`src/ebsc_defs.vh`:
```
`ifndef EBSC_DEFS_VH
`define EBSC_DEFS_VH
`define EBSC_ADDR_W 20
`define EBSC_AD_W 16
`define EBSC_EXT_W 4
`define EBSC_WAIT_W 4
`define EBSC_REG_CFG 2'h0
`define EBSC_REG_PORT 2'h1
`define EBSC_REG_STAT 2'h2
`define EBSC_REG_PIN 2'h3
`define EBSC_CFG_RST 16'h0000
`define EBSC_PORT_RST 16'h0000
`define EBSC_BIT_WRL_SEL 0
`define EBSC_BIT_WRH_SEL 1
`define EBSC_BIT_WR_EN 2
`define EBSC_BIT_BHE_EN 3
`define EBSC_BIT_RDY_EN 4
`define EBSC_BIT_BW16 5
`define EBSC_BIT_BW8 6
`define EBSC_BIT_ADV_SEL 7
`define EBSC_WMAX_LSB 8
`define EBSC_EXT_LSB 12
`define EBSC_PORT_WR 0
`define EBSC_PORT_HI 1
`define EBSC_PORT_RDY 2
`define EBSC_RD_LAT 2
`define EBSC_ST_IDLE 2'h0
`define EBSC_ST_ADDR 2'h1
`define EBSC_ST_DATA 2'h2
`define EBSC_ST_WAIT 2'h3
`endif

```
`src/ebsc_top.v`:
```
// Implementation choices: the register addresses and the address-and-strobe port.
`timescale 1ns/1ps
`include "ebsc_defs.vh"
module ebsc_top #(
   parameter WAIT_W = `EBSC_WAIT_W
) (
   input wire i_mclk,
   input wire i_rst_n,
   input wire i_req,
   input wire i_req_wr,
   input wire [`EBSC_ADDR_W-1:0] i_req_addr,
   input wire [1:0] i_req_be,
   input wire [`EBSC_AD_W-1:0] i_req_wdata,
   input wire i_irq_pending_ext,
   input wire [1:0] i_reg_addr,
   input wire [15:0] i_reg_wdata,
   input wire i_reg_wr,
   input wire i_reg_rd,
   input wire i_ready_pin,
   input wire i_buswidth_pin,
   input wire [`EBSC_AD_W-1:0] i_ad_pin,
   output reg o_busy,
   output reg o_done,
   output reg [`EBSC_AD_W-1:0] o_rdata,
   output reg [15:0] o_reg_rdata,
   output reg o_clock_output,
   output reg o_write_low_strobe_n,
   output reg o_write_low_strobe_oe,
   output reg o_write_high_strobe_n,
   output reg o_write_high_strobe_oe,
   output reg o_rd_n,
   output reg o_address_valid_n,
   output reg o_irq_needs_bus_n,
   output reg [`EBSC_AD_W-1:0] o_ad_out,
   output reg [`EBSC_AD_W-1:0] o_ad_oe,
   output reg [`EBSC_EXT_W-1:0] o_extended_addr_port,
   output reg o_ready_port_oe,
   output reg o_cycle16
);
   reg rst_s1_reg, rst_s2_reg;
   wire rst_n = rst_s2_reg;
   always @(posedge i_mclk or negedge i_rst_n) begin
      if (!i_rst_n) begin
         rst_s1_reg <= 1'b0;
         rst_s2_reg <= 1'b0;
      end else begin
         rst_s1_reg <= 1'b1;
         rst_s2_reg <= rst_s1_reg;
      end
   end
   // pins come from outside the clock domain
   reg rdy_s1_reg, rdy_s2_reg, bw_s1_reg, bw_s2_reg;
   reg [`EBSC_AD_W-1:0] ad_s1_reg, ad_s2_reg;
   always @(posedge i_mclk or negedge rst_n) begin
      if (!rst_n) begin
         rdy_s1_reg <= 1'b1;
         rdy_s2_reg <= 1'b1;
         bw_s1_reg <= 1'b0;
         bw_s2_reg <= 1'b0;
         ad_s1_reg <= {`EBSC_AD_W{1'b0}};
         ad_s2_reg <= {`EBSC_AD_W{1'b0}};
      end else begin
         rdy_s1_reg <= i_ready_pin;
         rdy_s2_reg <= rdy_s1_reg;
         bw_s1_reg <= i_buswidth_pin;
         bw_s2_reg <= bw_s1_reg;
         ad_s1_reg <= i_ad_pin;
         ad_s2_reg <= ad_s1_reg;
      end
   end
   reg [15:0] cfg_reg, port_reg;
   always @(posedge i_mclk or negedge rst_n) begin
      if (!rst_n) begin
         cfg_reg <= `EBSC_CFG_RST;
         port_reg <= `EBSC_PORT_RST;
      end else if (i_reg_wr) begin
         if (i_reg_addr == `EBSC_REG_CFG)
            cfg_reg <= i_reg_wdata;
         if (i_reg_addr == `EBSC_REG_PORT)
            port_reg <= i_reg_wdata;
      end
   end
   wire wrh_sel = cfg_reg[`EBSC_BIT_WRH_SEL];
   wire wrl_sel = cfg_reg[`EBSC_BIT_WRL_SEL];
   wire wr_en = cfg_reg[`EBSC_BIT_WR_EN];
   wire bhe_en = cfg_reg[`EBSC_BIT_BHE_EN];
   wire rdy_en = cfg_reg[`EBSC_BIT_RDY_EN];
   wire bw16 = cfg_reg[`EBSC_BIT_BW16];
   wire bw8 = cfg_reg[`EBSC_BIT_BW8];
   wire adv_sel = cfg_reg[`EBSC_BIT_ADV_SEL];
   wire [WAIT_W-1:0] wait_max = cfg_reg[`EBSC_WMAX_LSB +: WAIT_W];
   wire [`EBSC_EXT_W-1:0] ext_sel = cfg_reg[`EBSC_EXT_LSB +: `EBSC_EXT_W];
   // port latch bits behind the control pins when their bus use is off
   wire port_wr_bit = port_reg[`EBSC_PORT_WR];
   wire port_hi_bit = port_reg[`EBSC_PORT_HI];
   wire port_rdy_bit = port_reg[`EBSC_PORT_RDY];
   // clock output: half the mclk rate, low phase is the sampling point
   reg clk_ph_reg;
   always @(posedge i_mclk or negedge rst_n) begin
      if (!rst_n)
         clk_ph_reg <= 1'b0;
      else
         clk_ph_reg <= ~clk_ph_reg;
   end
   wire fall_edge = clk_ph_reg;
   reg [1:0] st_reg, st_next;
   reg [`EBSC_ADDR_W-1:0] addr_reg;
   reg [1:0] be_reg;
   reg wr_reg, c16_reg;
   reg [`EBSC_AD_W-1:0] wdata_reg;
   reg [WAIT_W-1:0] wcnt_reg;
   // end of cycle travels two stages so the read word meets the pin sync
   reg [`EBSC_RD_LAT-1:0] end_pipe_reg;
   wire end_pend = |end_pipe_reg;
   wire rdy_low = rdy_en & ~rdy_s2_reg;
   // illegal 00 width setting treated as 16-bit
   function width16_f;
      input sel16;
      input sel8;
      input pin;
      begin
         if (sel16 && sel8)
            width16_f = pin;
         else if (sel8)
            width16_f = 1'b0;
         else
            width16_f = 1'b1;
      end
   endfunction
   // waits stop on ready high or at the cap, whichever comes first
   function wait_stop_f;
      input low;
      input [WAIT_W-1:0] cnt;
      input [WAIT_W-1:0] cap;
      begin
         wait_stop_f = !low || (cnt == cap);
      end
   endfunction
   wire dyn16 = width16_f(bw16, bw8, bw_s2_reg);
   always @* begin
      st_next = st_reg;
      case (st_reg)
         `EBSC_ST_IDLE:
            // no new take until the last end has been reported
            if (i_req && fall_edge && !end_pend)
               st_next = `EBSC_ST_ADDR;
         `EBSC_ST_ADDR:
            if (fall_edge)
               st_next = `EBSC_ST_DATA;
         `EBSC_ST_DATA:
            // sample once per period on the falling phase
            if (fall_edge) begin
               if (rdy_low && wait_max != {WAIT_W{1'b0}})
                  st_next = `EBSC_ST_WAIT;
               else
                  st_next = `EBSC_ST_IDLE;
            end
         `EBSC_ST_WAIT:
            if (fall_edge && wait_stop_f(rdy_low, wcnt_reg, wait_max))
               st_next = `EBSC_ST_IDLE;
         default:
            st_next = `EBSC_ST_IDLE;
      endcase
   end
   always @(posedge i_mclk or negedge rst_n) begin
      if (!rst_n) begin
         st_reg <= `EBSC_ST_IDLE;
         addr_reg <= {`EBSC_ADDR_W{1'b0}};
         be_reg <= 2'h0;
         wr_reg <= 1'b0;
         c16_reg <= 1'b0;
         wdata_reg <= {`EBSC_AD_W{1'b0}};
         wcnt_reg <= {WAIT_W{1'b0}};
      end else begin
         st_reg <= st_next;
         if (st_reg == `EBSC_ST_IDLE && st_next == `EBSC_ST_ADDR) begin
            addr_reg <= i_req_addr;
            be_reg <= i_req_be;
            wr_reg <= i_req_wr;
            wdata_reg <= i_req_wdata;
            c16_reg <= dyn16;
            wcnt_reg <= {WAIT_W{1'b0}};
         end
         if (st_reg == `EBSC_ST_ADDR && fall_edge)
            c16_reg <= dyn16;
         if (fall_edge && (st_next == `EBSC_ST_WAIT))
            wcnt_reg <= wcnt_reg + 1'b1;
      end
   end
   wire in_cyc = (st_reg != `EBSC_ST_IDLE);
   wire data_ph = (st_reg == `EBSC_ST_DATA) || (st_reg == `EBSC_ST_WAIT);
   wire even_wr = wr_reg & (be_reg[0] | ~addr_reg[0]); // low lane written
   wire odd_wr = wr_reg & (c16_reg ? be_reg[1] : addr_reg[0]);
   // 16-bit lane select: a0 for low bank, enable low for high bank
   wire bhe_n = ~(c16_reg & be_reg[1]);
   // low lane address bit: zero whenever the low byte takes part
   function lane_a0_f;
      input low_lane;
      begin
         lane_a0_f = ~low_lane;
      end
   endfunction
   // active-low strobe from a phase and a lane hit
   function strobe_n_f;
      input phase;
      input hit;
      begin
         strobe_n_f = ~(phase & hit);
      end
   endfunction
   // per pin mux between an address bit and its port latch bit
   function [`EBSC_EXT_W-1:0] ext_mux_f;
      input [`EBSC_EXT_W-1:0] sel;
      input [`EBSC_EXT_W-1:0] addr_bits;
      input [`EBSC_EXT_W-1:0] port_bits;
      begin
         ext_mux_f = (sel & addr_bits) | (~sel & port_bits);
      end
   endfunction
   wire a0 = lane_a0_f(be_reg[0]);
   always @(posedge i_mclk or negedge rst_n) begin
      if (!rst_n) begin
         o_clock_output <= 1'b0;
         o_write_low_strobe_n <= 1'b1;
         o_write_low_strobe_oe <= 1'b0;
         o_write_high_strobe_n <= 1'b1;
         o_write_high_strobe_oe <= 1'b0;
         o_rd_n <= 1'b1;
         o_address_valid_n <= 1'b1;
         o_irq_needs_bus_n <= 1'b1;
         o_ad_out <= {`EBSC_AD_W{1'b0}};
         o_ad_oe <= {`EBSC_AD_W{1'b0}};
         o_extended_addr_port <= {`EBSC_EXT_W{1'b0}};
         o_ready_port_oe <= 1'b0;
         o_busy <= 1'b0;
         o_cycle16 <= 1'b0;
      end else begin
         o_clock_output <= clk_ph_reg;
         // busy spans the trailing stages so the width stays valid at done
         o_busy <= in_cyc | end_pend;
         o_cycle16 <= c16_reg & (in_cyc | end_pend);
         o_irq_needs_bus_n <= ~i_irq_pending_ext;
         if (wr_en) begin
            if (wrl_sel)
               o_write_low_strobe_n <= strobe_n_f(data_ph, even_wr);
            else
               o_write_low_strobe_n <= strobe_n_f(data_ph, wr_reg);
         end else
            o_write_low_strobe_n <= port_wr_bit;
         o_write_low_strobe_oe <= 1'b1;
         if (bhe_en) begin
            if (wrh_sel)
               o_write_high_strobe_n <= strobe_n_f(data_ph, c16_reg & odd_wr);
            else
               o_write_high_strobe_n <= ~in_cyc | bhe_n;
         end else
            o_write_high_strobe_n <= port_hi_bit;
         o_write_high_strobe_oe <= 1'b1;
         o_ready_port_oe <= ~rdy_en & port_rdy_bit;
         o_rd_n <= ~(data_ph & ~wr_reg);
         // adv falls over the address phase, rises as the cycle ends
         o_address_valid_n <= ~(adv_sel & in_cyc);
         if (in_cyc && !data_ph) begin
            o_ad_out <= {addr_reg[`EBSC_AD_W-1:1], a0};
            o_ad_oe <= {`EBSC_AD_W{1'b1}};
         end else if (data_ph && wr_reg) begin
            o_ad_out <= wdata_reg;
            o_ad_oe <= {`EBSC_AD_W{1'b1}};
         end else if (data_ph) begin
            o_ad_out <= {`EBSC_AD_W{1'b0}};
            o_ad_oe <= {`EBSC_AD_W{1'b0}};
         end else begin
            // open drain: drive only zeros when idle
            o_ad_out <= {`EBSC_AD_W{1'b0}};
            o_ad_oe <= ~port_reg;
         end
         // per pin choice between address and port bit
         o_extended_addr_port <= ext_mux_f(ext_sel, addr_reg[`EBSC_ADDR_W-1:`EBSC_AD_W],
            port_reg[`EBSC_EXT_LSB +: `EBSC_EXT_W]);
      end
   end
   // pins reach logic two flops late, so the read word and the end pulse
   // trail the last data edge by two cycles; costs two cycles per access
   wire cyc_end = in_cyc && (st_next == `EBSC_ST_IDLE);
   always @(posedge i_mclk or negedge rst_n) begin
      if (!rst_n) begin
         end_pipe_reg <= {`EBSC_RD_LAT{1'b0}};
         o_done <= 1'b0;
         o_rdata <= {`EBSC_AD_W{1'b0}};
      end else begin
         end_pipe_reg <= {end_pipe_reg[`EBSC_RD_LAT-2:0], cyc_end};
         o_done <= end_pipe_reg[`EBSC_RD_LAT-1];
         // wr_reg holds: no take can land while the end is pending
         if (end_pipe_reg[`EBSC_RD_LAT-1] && !wr_reg)
            o_rdata <= ad_s2_reg;
      end
   end
   // register read port: data stands the cycle after the read strobe
   always @(posedge i_mclk or negedge rst_n) begin
      if (!rst_n) begin
         o_reg_rdata <= 16'h0000;
      end else begin
         case (i_reg_addr)
            `EBSC_REG_CFG: o_reg_rdata <= cfg_reg;
            `EBSC_REG_PORT: o_reg_rdata <= port_reg;
            `EBSC_REG_STAT: o_reg_rdata <= {10'h000, wcnt_reg[1:0], st_reg, c16_reg, in_cyc};
            `EBSC_REG_PIN: o_reg_rdata <= ad_s2_reg;
            default: o_reg_rdata <= 16'h0000;
         endcase
      end
   end
endmodule // ebsc_top

```
`config.mk`:
```
export PLATFORM = sky130hd
export DESIGN_NAME = ebsc_top
export DESIGN_NICKNAME = d
export VERILOG_FILES = /design/src/ebsc_top.v
export VERILOG_INCLUDE_DIRS = /design/src
export SDC_FILE = /design/constraint.sdc
export NUM_CORES = 1
export LEC_CHECK = 0
export BUFFER_PORTS_ARGS = -buffer_cell sky130_fd_sc_hd__clkbuf_2
export CORE_ASPECT_RATIO = 2
export CORE_MARGIN = 2
export CORE_UTILIZATION = 53
export DETAILED_ROUTE_END_ITERATION = 7
export PLACE_DENSITY_LB_ADDON = 0.1
export SETUP_SLACK_MARGIN = 0.4
export SYNTH_ARGS = -nofsm -noshare
export SYNTH_HDL_FRONTEND = slang
export SYNTH_SLANG_ARGS = --single-unit
```
`constraint.sdc`:
```
create_clock -name i_mclk -period 7.2 [get_ports i_mclk]
set_input_delay 0.72 -clock i_mclk [delete_from_list [all_inputs] [get_ports i_mclk]]
set_output_delay 0.72 -clock i_mclk [all_outputs]
set_load 0.005 [all_outputs]
```
==> metrics.md, run 1 <==
| Metric | Value |
|---|---|
| Post-synth top cells | dfrtp_1 (191), mux2_2 (91), a21oi_1 (20) |
| Met3 wire length | a little under 600 um |
| PD cells | between 300 and 400 nW/um2 |
| R2R Setup Slk | between 4 and 5 ns |
| Vias/cell | approximately 5.3 |
| Core outline area | between 10000 and 15000 um2 |
| CTS clock-pin slew for the worst setup and hold paths | 0.08 ns |
| Crit-path max cell delay | ~0.86 ns |
| Total negative slack | 0 ns |
| Area delta synth->final | 19.85% |
| Min-Delay Path Class | input port to asynchronous set/reset pin |
| Worst r2r path cells | 4 |
| Tot Pwr | 3.230 mW |
| WP data arrival | ~2.7 ns |
| Yosys reg bits | slightly below 200 |
| Final setup vio count | 0 |
| Crit path max-delay cell type | nand3b_1 |
| First-pass GRT wire length | 22.22 mm |
| Layout cells sized above 1 | 0.4952 |
| Minimum clock period after layout | roughly 2.4 ns |
| DRC viols | 0 |
| DRT met1 WL | just under 6 mm |
| Worst path bufs/invs | 1 |
| Gates resized, CTS repair | 0 |
| Die width | about 86 um |
| Cells after Synth | around 450 |
| Worst-Margin Slew | around 1.1 ns |
| Post-CTS Hold Buffers | 0 |
| Total Wirelength | between 10 and 15 mm |
| CP endpoint kind | register |
| Max Root-Sink Buffers | 2 |
| Post-synthesis sequential area ratio | 0.6937 |
| Met2 WL post-DR | roughly 7.2 mm |
| RePlAce Congestion | about 0.79 |
| Top delay family on crit path | simple AND/OR/NAND/NOR gates |
| Ys async rst share | 1.000 |
| Synth top area share | 0.6679 |
| Crit path depth | 3 |
| Critical path class | input port to register |
| Initial antenna violation count | 0 |
| DR iter-0 viols | between 150 and 200 |
| Mean Syn Cell Area | approximately 16 um2 |
| Leakage power | about 4.0 nW |
| CTS sink count | between 150 and 200 |
| Max Used Layer | met4 |
| Vias in the first global route | roughly 4300 |
| CTS Root Cell | clkbuf_16 |
| Critical Path Start Type | input port |
| Latest clock arrival within the worst-skew pair | 0.42 ns |
| Max Clk Rate | 416.9 MHz |
| Most used DFF post-synth | dfrtp_1 |
| Inst Count DP | approximately 740 |
| Starting Density | 0.5385 |
| Vias | a little over 4000 |
| Fin crit share | 0.3332 |
| IO Pins | 161 |
| DIE AREA | 14500 um2 |
| # diodes | 0 |
| GRT Total Usage | 0.2015 |
| Ordered list of cells on the worst path | clkbuf_2 -> nand3b_1 -> mux2_2 |
| CTS tree | built |
| Outcome | finished clean |
| Synth top area cells | dfrtp_1 (67%), mux2_2 (14%), dfstp_2 (2.6%), a22o_1 (1.8%), mux2i_1 (1.5%) |
| EDFF count, synth | 0 |
| Fin. max-slew vios | 0 |
| Synth warnings | 0 |
| Postcts setup bufs | 0 |
| Cts bufs inserted | 17 |
| Port Buf Inserts | around 160 |
| Maxcap violations | 0 |
| Largest net degree at the start of global routing | just under 90 |
| Top-count cell post-synth | dfrtp_1 |
| TritonRoute pass-1 iters | 4 |
| Layout fillers | ~1000 |
| Die Ht | approximately 170 um |
| Final ANT Viol Nets | 0 |
| Distinct cell type count after synthesis | 44 |
| Max_slew headroom | 0.2851 |
| GRT overflow | 0 |
| Largest area contributor in the netlist | dfrtp_1 |
| Final Hold Fails | 0 |
| Largest register FFs | 20 |
| Req. time, crit path | 7.49 ns |
| # H-tree levels | 4 |
| Final #Nets | roughly 690 |
| Post-DP HPWL | 9.220 mm |
| RSZ-0062 raised after global routing | false |
| Crit path max fanout | 19 |
| Post-Synthesis Cell Area | about 7000 um2 |
| End of the worst register-to-register path | wdata_reg[14] |
| Non-filler instance count after layout | 775 |
| Row cnt | 60 |
| Worst Skew | between 0.01 and 0.015 ns |
| Critical R2R Launch | st_reg[1] |
| Worst vdd ir | 0.1901 mV |
| Wire length per cell | 17.91 um |
==> final cells by class <==
cell class / instances / area, um2 / area share
sequential: 198 / 4967 / 0.5792
tap: 155 / 193.9 / 0.02261
clock buffer: 20 / 446.7 / 0.05209
inverter: 6 / 22.52 / 0.002626
multi-input combinational: 220 / 1999 / 0.2331
clock inverter: 12 / 112.6 / 0.01313
timing repair buffer: 164 / 833.3 / 0.09717
==> layout by cell type (no fill, tap or decap), types with 2 or more instances in the layout <==
| master | n |
|---|---|
| nand2b_1 | 2 |
| inv_6 | 3 |
| clkinvlp_4 | 2 |
| nand3_1 | 2 |
| a22o_1 | 15 |
| mux2i_1 | 11 |
| clkbuf_16 | 17 |
| nand2_1 | 16 |
| mux2_2 | 91 |
| nand3b_1 | 5 |
| inv_8 | 4 |
| and2_1 | 2 |
| xnor2_1 | 4 |
| dfrtp_1 | 190 |
| clkbuf_1 | 2 |
| o21ai_0 | 16 |
| dfstp_2 | 7 |
| inv_1 | 6 |
| mux4_1 | 2 |
| a21oi_1 | 20 |
| conb_1 | 2 |
| clkinv_4 | 3 |
| mux4_2 | 4 |
| nor2_1 | 4 |
| nor2b_1 | 3 |
| buf_4 | 5 |
| clkbuf_2 | 159 |
==> worst max-delay path by stage <==
stage | startpoint | to | slack [ns]
floorplan | rst_n | ad_s1_reg[0] | 1.29
global placement | i_reg_addr[0] | port_reg[10] | 4.35
detailed placement | i_reg_addr[0] | port_reg[8] | 4.37
CTS | i_reg_addr[0] | port_reg[6] | 4.83
global route | i_reg_addr[0] | port_reg[6] | 4.72
finish | i_reg_addr[0] | port_reg[6] | 4.80
==> cells by family after synthesis <==
family	synth area share
DFF	0.6937
AOI/OAI and AO/OA	0.05298
xor gates and xnor gates	0.006120
and+or+nand+nor	0.03602
muxes	0.1806
other	0.0005241
adders and majority gates	0.001748
buffers and inverters	0.02833
==> worst reg2reg max path, cell delays in order (launching register included) <==
cell and delay [ns]:
dfrtp_1 0.52, or2_4 0.36, nor3_4 0.17, and3_4 0.65
mux2_2 0.44
==> metrics by stage <==
stage | utilization | setup slack (ns) | instance area (um2) | hold slack (ns)
2_1_floorplan | - | 1.286 | 7159 | 0.3312
3_3_place_gp | 0.6033 | 4.346 | 8016 | 0.3320
3_5_place_dp | 0.6033 | 4.372 | 8016 | 0.3358
4_1_cts | 0.6454 | 4.828 | 8576 | 0.04878
5_1_grt | 0.6454 | 4.725 | 8576 | 0.04833
6_report | 0.6454 | 4.801 | 8576 | 0.06647
==> layer usage <==
| metal | GRT usage | vias up |
|---|---|---|
| li1 | - | 1893 |
| met1 | 0.2655 | 2120 |
| met2 | 0.3279 | 112 |
| met3 | 0.04118 | 15 |
| met4 | 0.07729 | 0 |
| met5 | 0 | - |
==> power by group <==
part           leakage [nW]  internal (mW)  total [mW]  switching [mW]
logic                  1.42          0.395       0.695           0.300
registers              2.35           1.46        1.65           0.183
clock network         0.269          0.467       0.890           0.423
total                  4.04           2.32        3.23           0.906
Power figures use the tool's default switching activity.
==> inputs of run 2 (changes only) <==
CORE_UTILIZATION = 48   (was 53)
clock period = 2.1 ns   (was 7.2 ns; I/O delays follow)
==> run 2 against run 1 <==
Compared with the run above:
- worst hold slack worse by 0.045 ns
- via count rose by 4.6%
- highest routed layer unchanged
- power grew to 3.6 times the previous value
==> metrics.md, run 2 (synthesized netlist as in run 1, its figures left out) <==
| Metric | Value |
|---|---|
| Final Hold Fails | 0 |
| Vias | between 4000 and 5000 |
| Core outline area | between 10000 and 15000 um2 |
| Total negative slack | 0 ns |
| Most frequent cells in the layout | dfrtp_1 (190), clkbuf_2 (159), mux2_2 (82) |
| WP data arrival | 2.05 ns |
| Int Power | 8.423 mW |
| Total Wirelength | around 15 mm |
| Starting Density | 0.4854 |
| Clock power frac | 0.286 |
| GRT Total Usage | 0.2023 |
| Gate power share | 0.226 |
| Min-Delay Path Class | input port to register |
| Port Buf Inserts | around 160 |
| Critical path class | register to register |
| Sw power | ~3.2 mW |
| TritonRoute pass-1 iters | 4 |
| Die width | 90.34 um |
| Leakage power | ~4.4 nW |
| Maxcap violations | 0 |
| Crit path max fanout | 23 |
| IO Pins | between 150 and 200 |
| Area post-placement | just over 8000 um2 |
| Fin crit share | 0.8296 |
| Non-filler instance count after layout | ~870 |
| Wire length per cell | between 15 and 20 um |
| Outcome | finished clean |
| Final setup vio count | 0 |
| Worst-Margin Slew | between 0.7 and 0.8 ns |
| DR iter-0 viols | roughly 160 |
| Vias in the first global route | about 4800 |
| Initial antenna violation count | 0 |
| Post-DP HPWL | around 11 mm |
| First-pass GRT wire length | about 24 mm |
| Critical Path Start Type | register |
| Final Cell Area | between 9000 and 10000 um2 |
| CTS tree | built |
| CTS Root Cell | clkbuf_16 |
| Sequential share of power | 0.488 |
| Most common cell after layout, fill and taps aside | dfrtp_1 |
| CP endpoint kind | register |
| GRT overflow | 0 |
| Crit path max-delay cell type | dfrtp_1 |
| Row cnt | 63 |
| RSZ-0062 raised after global routing | true |
| CTS clock-pin slew for the worst setup and hold paths | ~0.070 ns |
| # diodes | 0 |
| Crit-path max cell delay | ~0.4 ns |
| Largest net degree at the start of global routing | 72 |
| Max Root-Sink Buffers | 2 |
| Max Clk Rate | 574.0 MHz |
| Final core utilization | 0.6327 |
| Inst Count DP | between 700 and 800 |
| Largest register FFs | 20 |
| RePlAce Congestion | 0.7652 |
| Switching part of the total | 0.2730 |
| Final ANT Viol Nets | 0 |
| Ordered list of cells on the worst path | or2_4 -> nor3_4 -> and3_4 -> buf_12 -> mux2_2 |
| PD cells | roughly 1200 nW/um2 |
| Area delta synth->final | 30.34% |
| Layout cells sized above 1 | 0.4873 |
| Vias/cell | 5.002 |
| Die Ht | 176.7 um |
| DRC viols | 0 |
| Worst vdd ir | 1.157 mV |
| Worst Skew | between 0.008 and 0.009 ns |
| Max_slew headroom | 0.5047 |
| # H-tree levels | 4 |
| Minimum clock period after layout | approximately 1.7 ns |
| Tot Pwr | 11.59 mW |
| Req. time, crit path | between 2 and 2.5 ns |
| Latest clock arrival within the worst-skew pair | between 0.4 and 0.5 ns |
| CTS sink count | a little under 200 |
| Fin. max-slew vios | 0 |
| Cts bufs inserted | 17 |
| DIE AREA | approximately 16000 um2 |
| Final #Nets | 741 |
## run 2: cell types whose count changed in the layout (fill, tap and decap cells not counted), sizes merged
| cell | previous run | this run |
|---|---|---|
| buf | 5 | 23 |
| bufinv | 0 | 3 |
| clkbuf | 179 | 177 |
| clkinvlp | 2 | 3 |
| dlygate4sd3 | 0 | 34 |
| inv | 13 | 10 |
## run 2: path summary, 6_finish.rpt
| check | from | end | slack [ns] | depth (start not counted) |
|---|---|---|---|---|
| max | st_reg[1] | wdata_reg[3] | 0.36 | 5 |
| min | i_req_addr[5] | addr_reg[5] | 0.02 | 2 |
| max reg2reg | st_reg[1] | wdata_reg[3] | 0.36 | 5 |
| min reg2reg | rst_n | cfg_reg[0] | 0.22 | 0 |
| max in group asynchronous | rst_n | o_rd_n | 1.19 | 1 |
| min in group asynchronous | i_rst_n | rst_n | 0.10 | 2 |
## run 2: layout make-up
class | count | area (um2)
Clock buffer | 18 | 429.2
Inverter | 6 | 22.52
Fill cell | 1165 | 5414
Multi-Input combinational cell | 220 | 2049
Sequential cell | 198 | 4967
Timing Repair Buffer | 216 | 1441
Tap cell | 195 | 244.0
Clock inverter | 13 | 172.7
## run 2: power by group through the flow
stage / combinational [mW] / sequential, mW / clock [mW]
after CTS: 2.62 / 5.66 / 3.41
after detailed placement: 2.52 / 5.73 / 0
after global routing: 2.88 / 5.81 / 3.54
after global placement: 2.45 / 5.66 / 0
after floorplan: 1.31 / 5.67 / 0
final: 2.62 / 5.65 / 3.31
## run 2: repair_timing
item	in CTS	in global routing
resized for setup	2	10
cloned	1	0
buffers inserted	3	4
endpoints found under the setup margin	38	37
hold buffers	33	1
pin swaps	1	2
hold endpoints to repair	34	1
## run 2: per-stage QoR
step / hold slack (ns) / setup slack [ns]
2_1_floorplan: -0.08559 / 0.08166
3_3_place_gp: -0.0006795 / 0.3384
3_5_place_dp: 0.0003054 / 0.2851
4_1_cts: 0.0003224 / 0.3351
5_1_grt: 0.001489 / 0.2943
6_report: 0.02103 / 0.3579
## run 2: worst max-delay path: cells and delay by family (launching register included)
family,cells,cell delay [ns]
buffers and inverters,1,0.19
flip-flops,1,0.39
multiplexers,1,0.36
AND/OR/NAND/NOR,3,0.67
## run 2: per-layer routing
metal,track usage,up-vias,share of wire
met3,0.05537,12,0.041
met4,0.06923,0,0.016
met2,0.3819,118,0.57
li1,-,2007,-
met1,0.2147,2195,0.37
met5,0,-,0
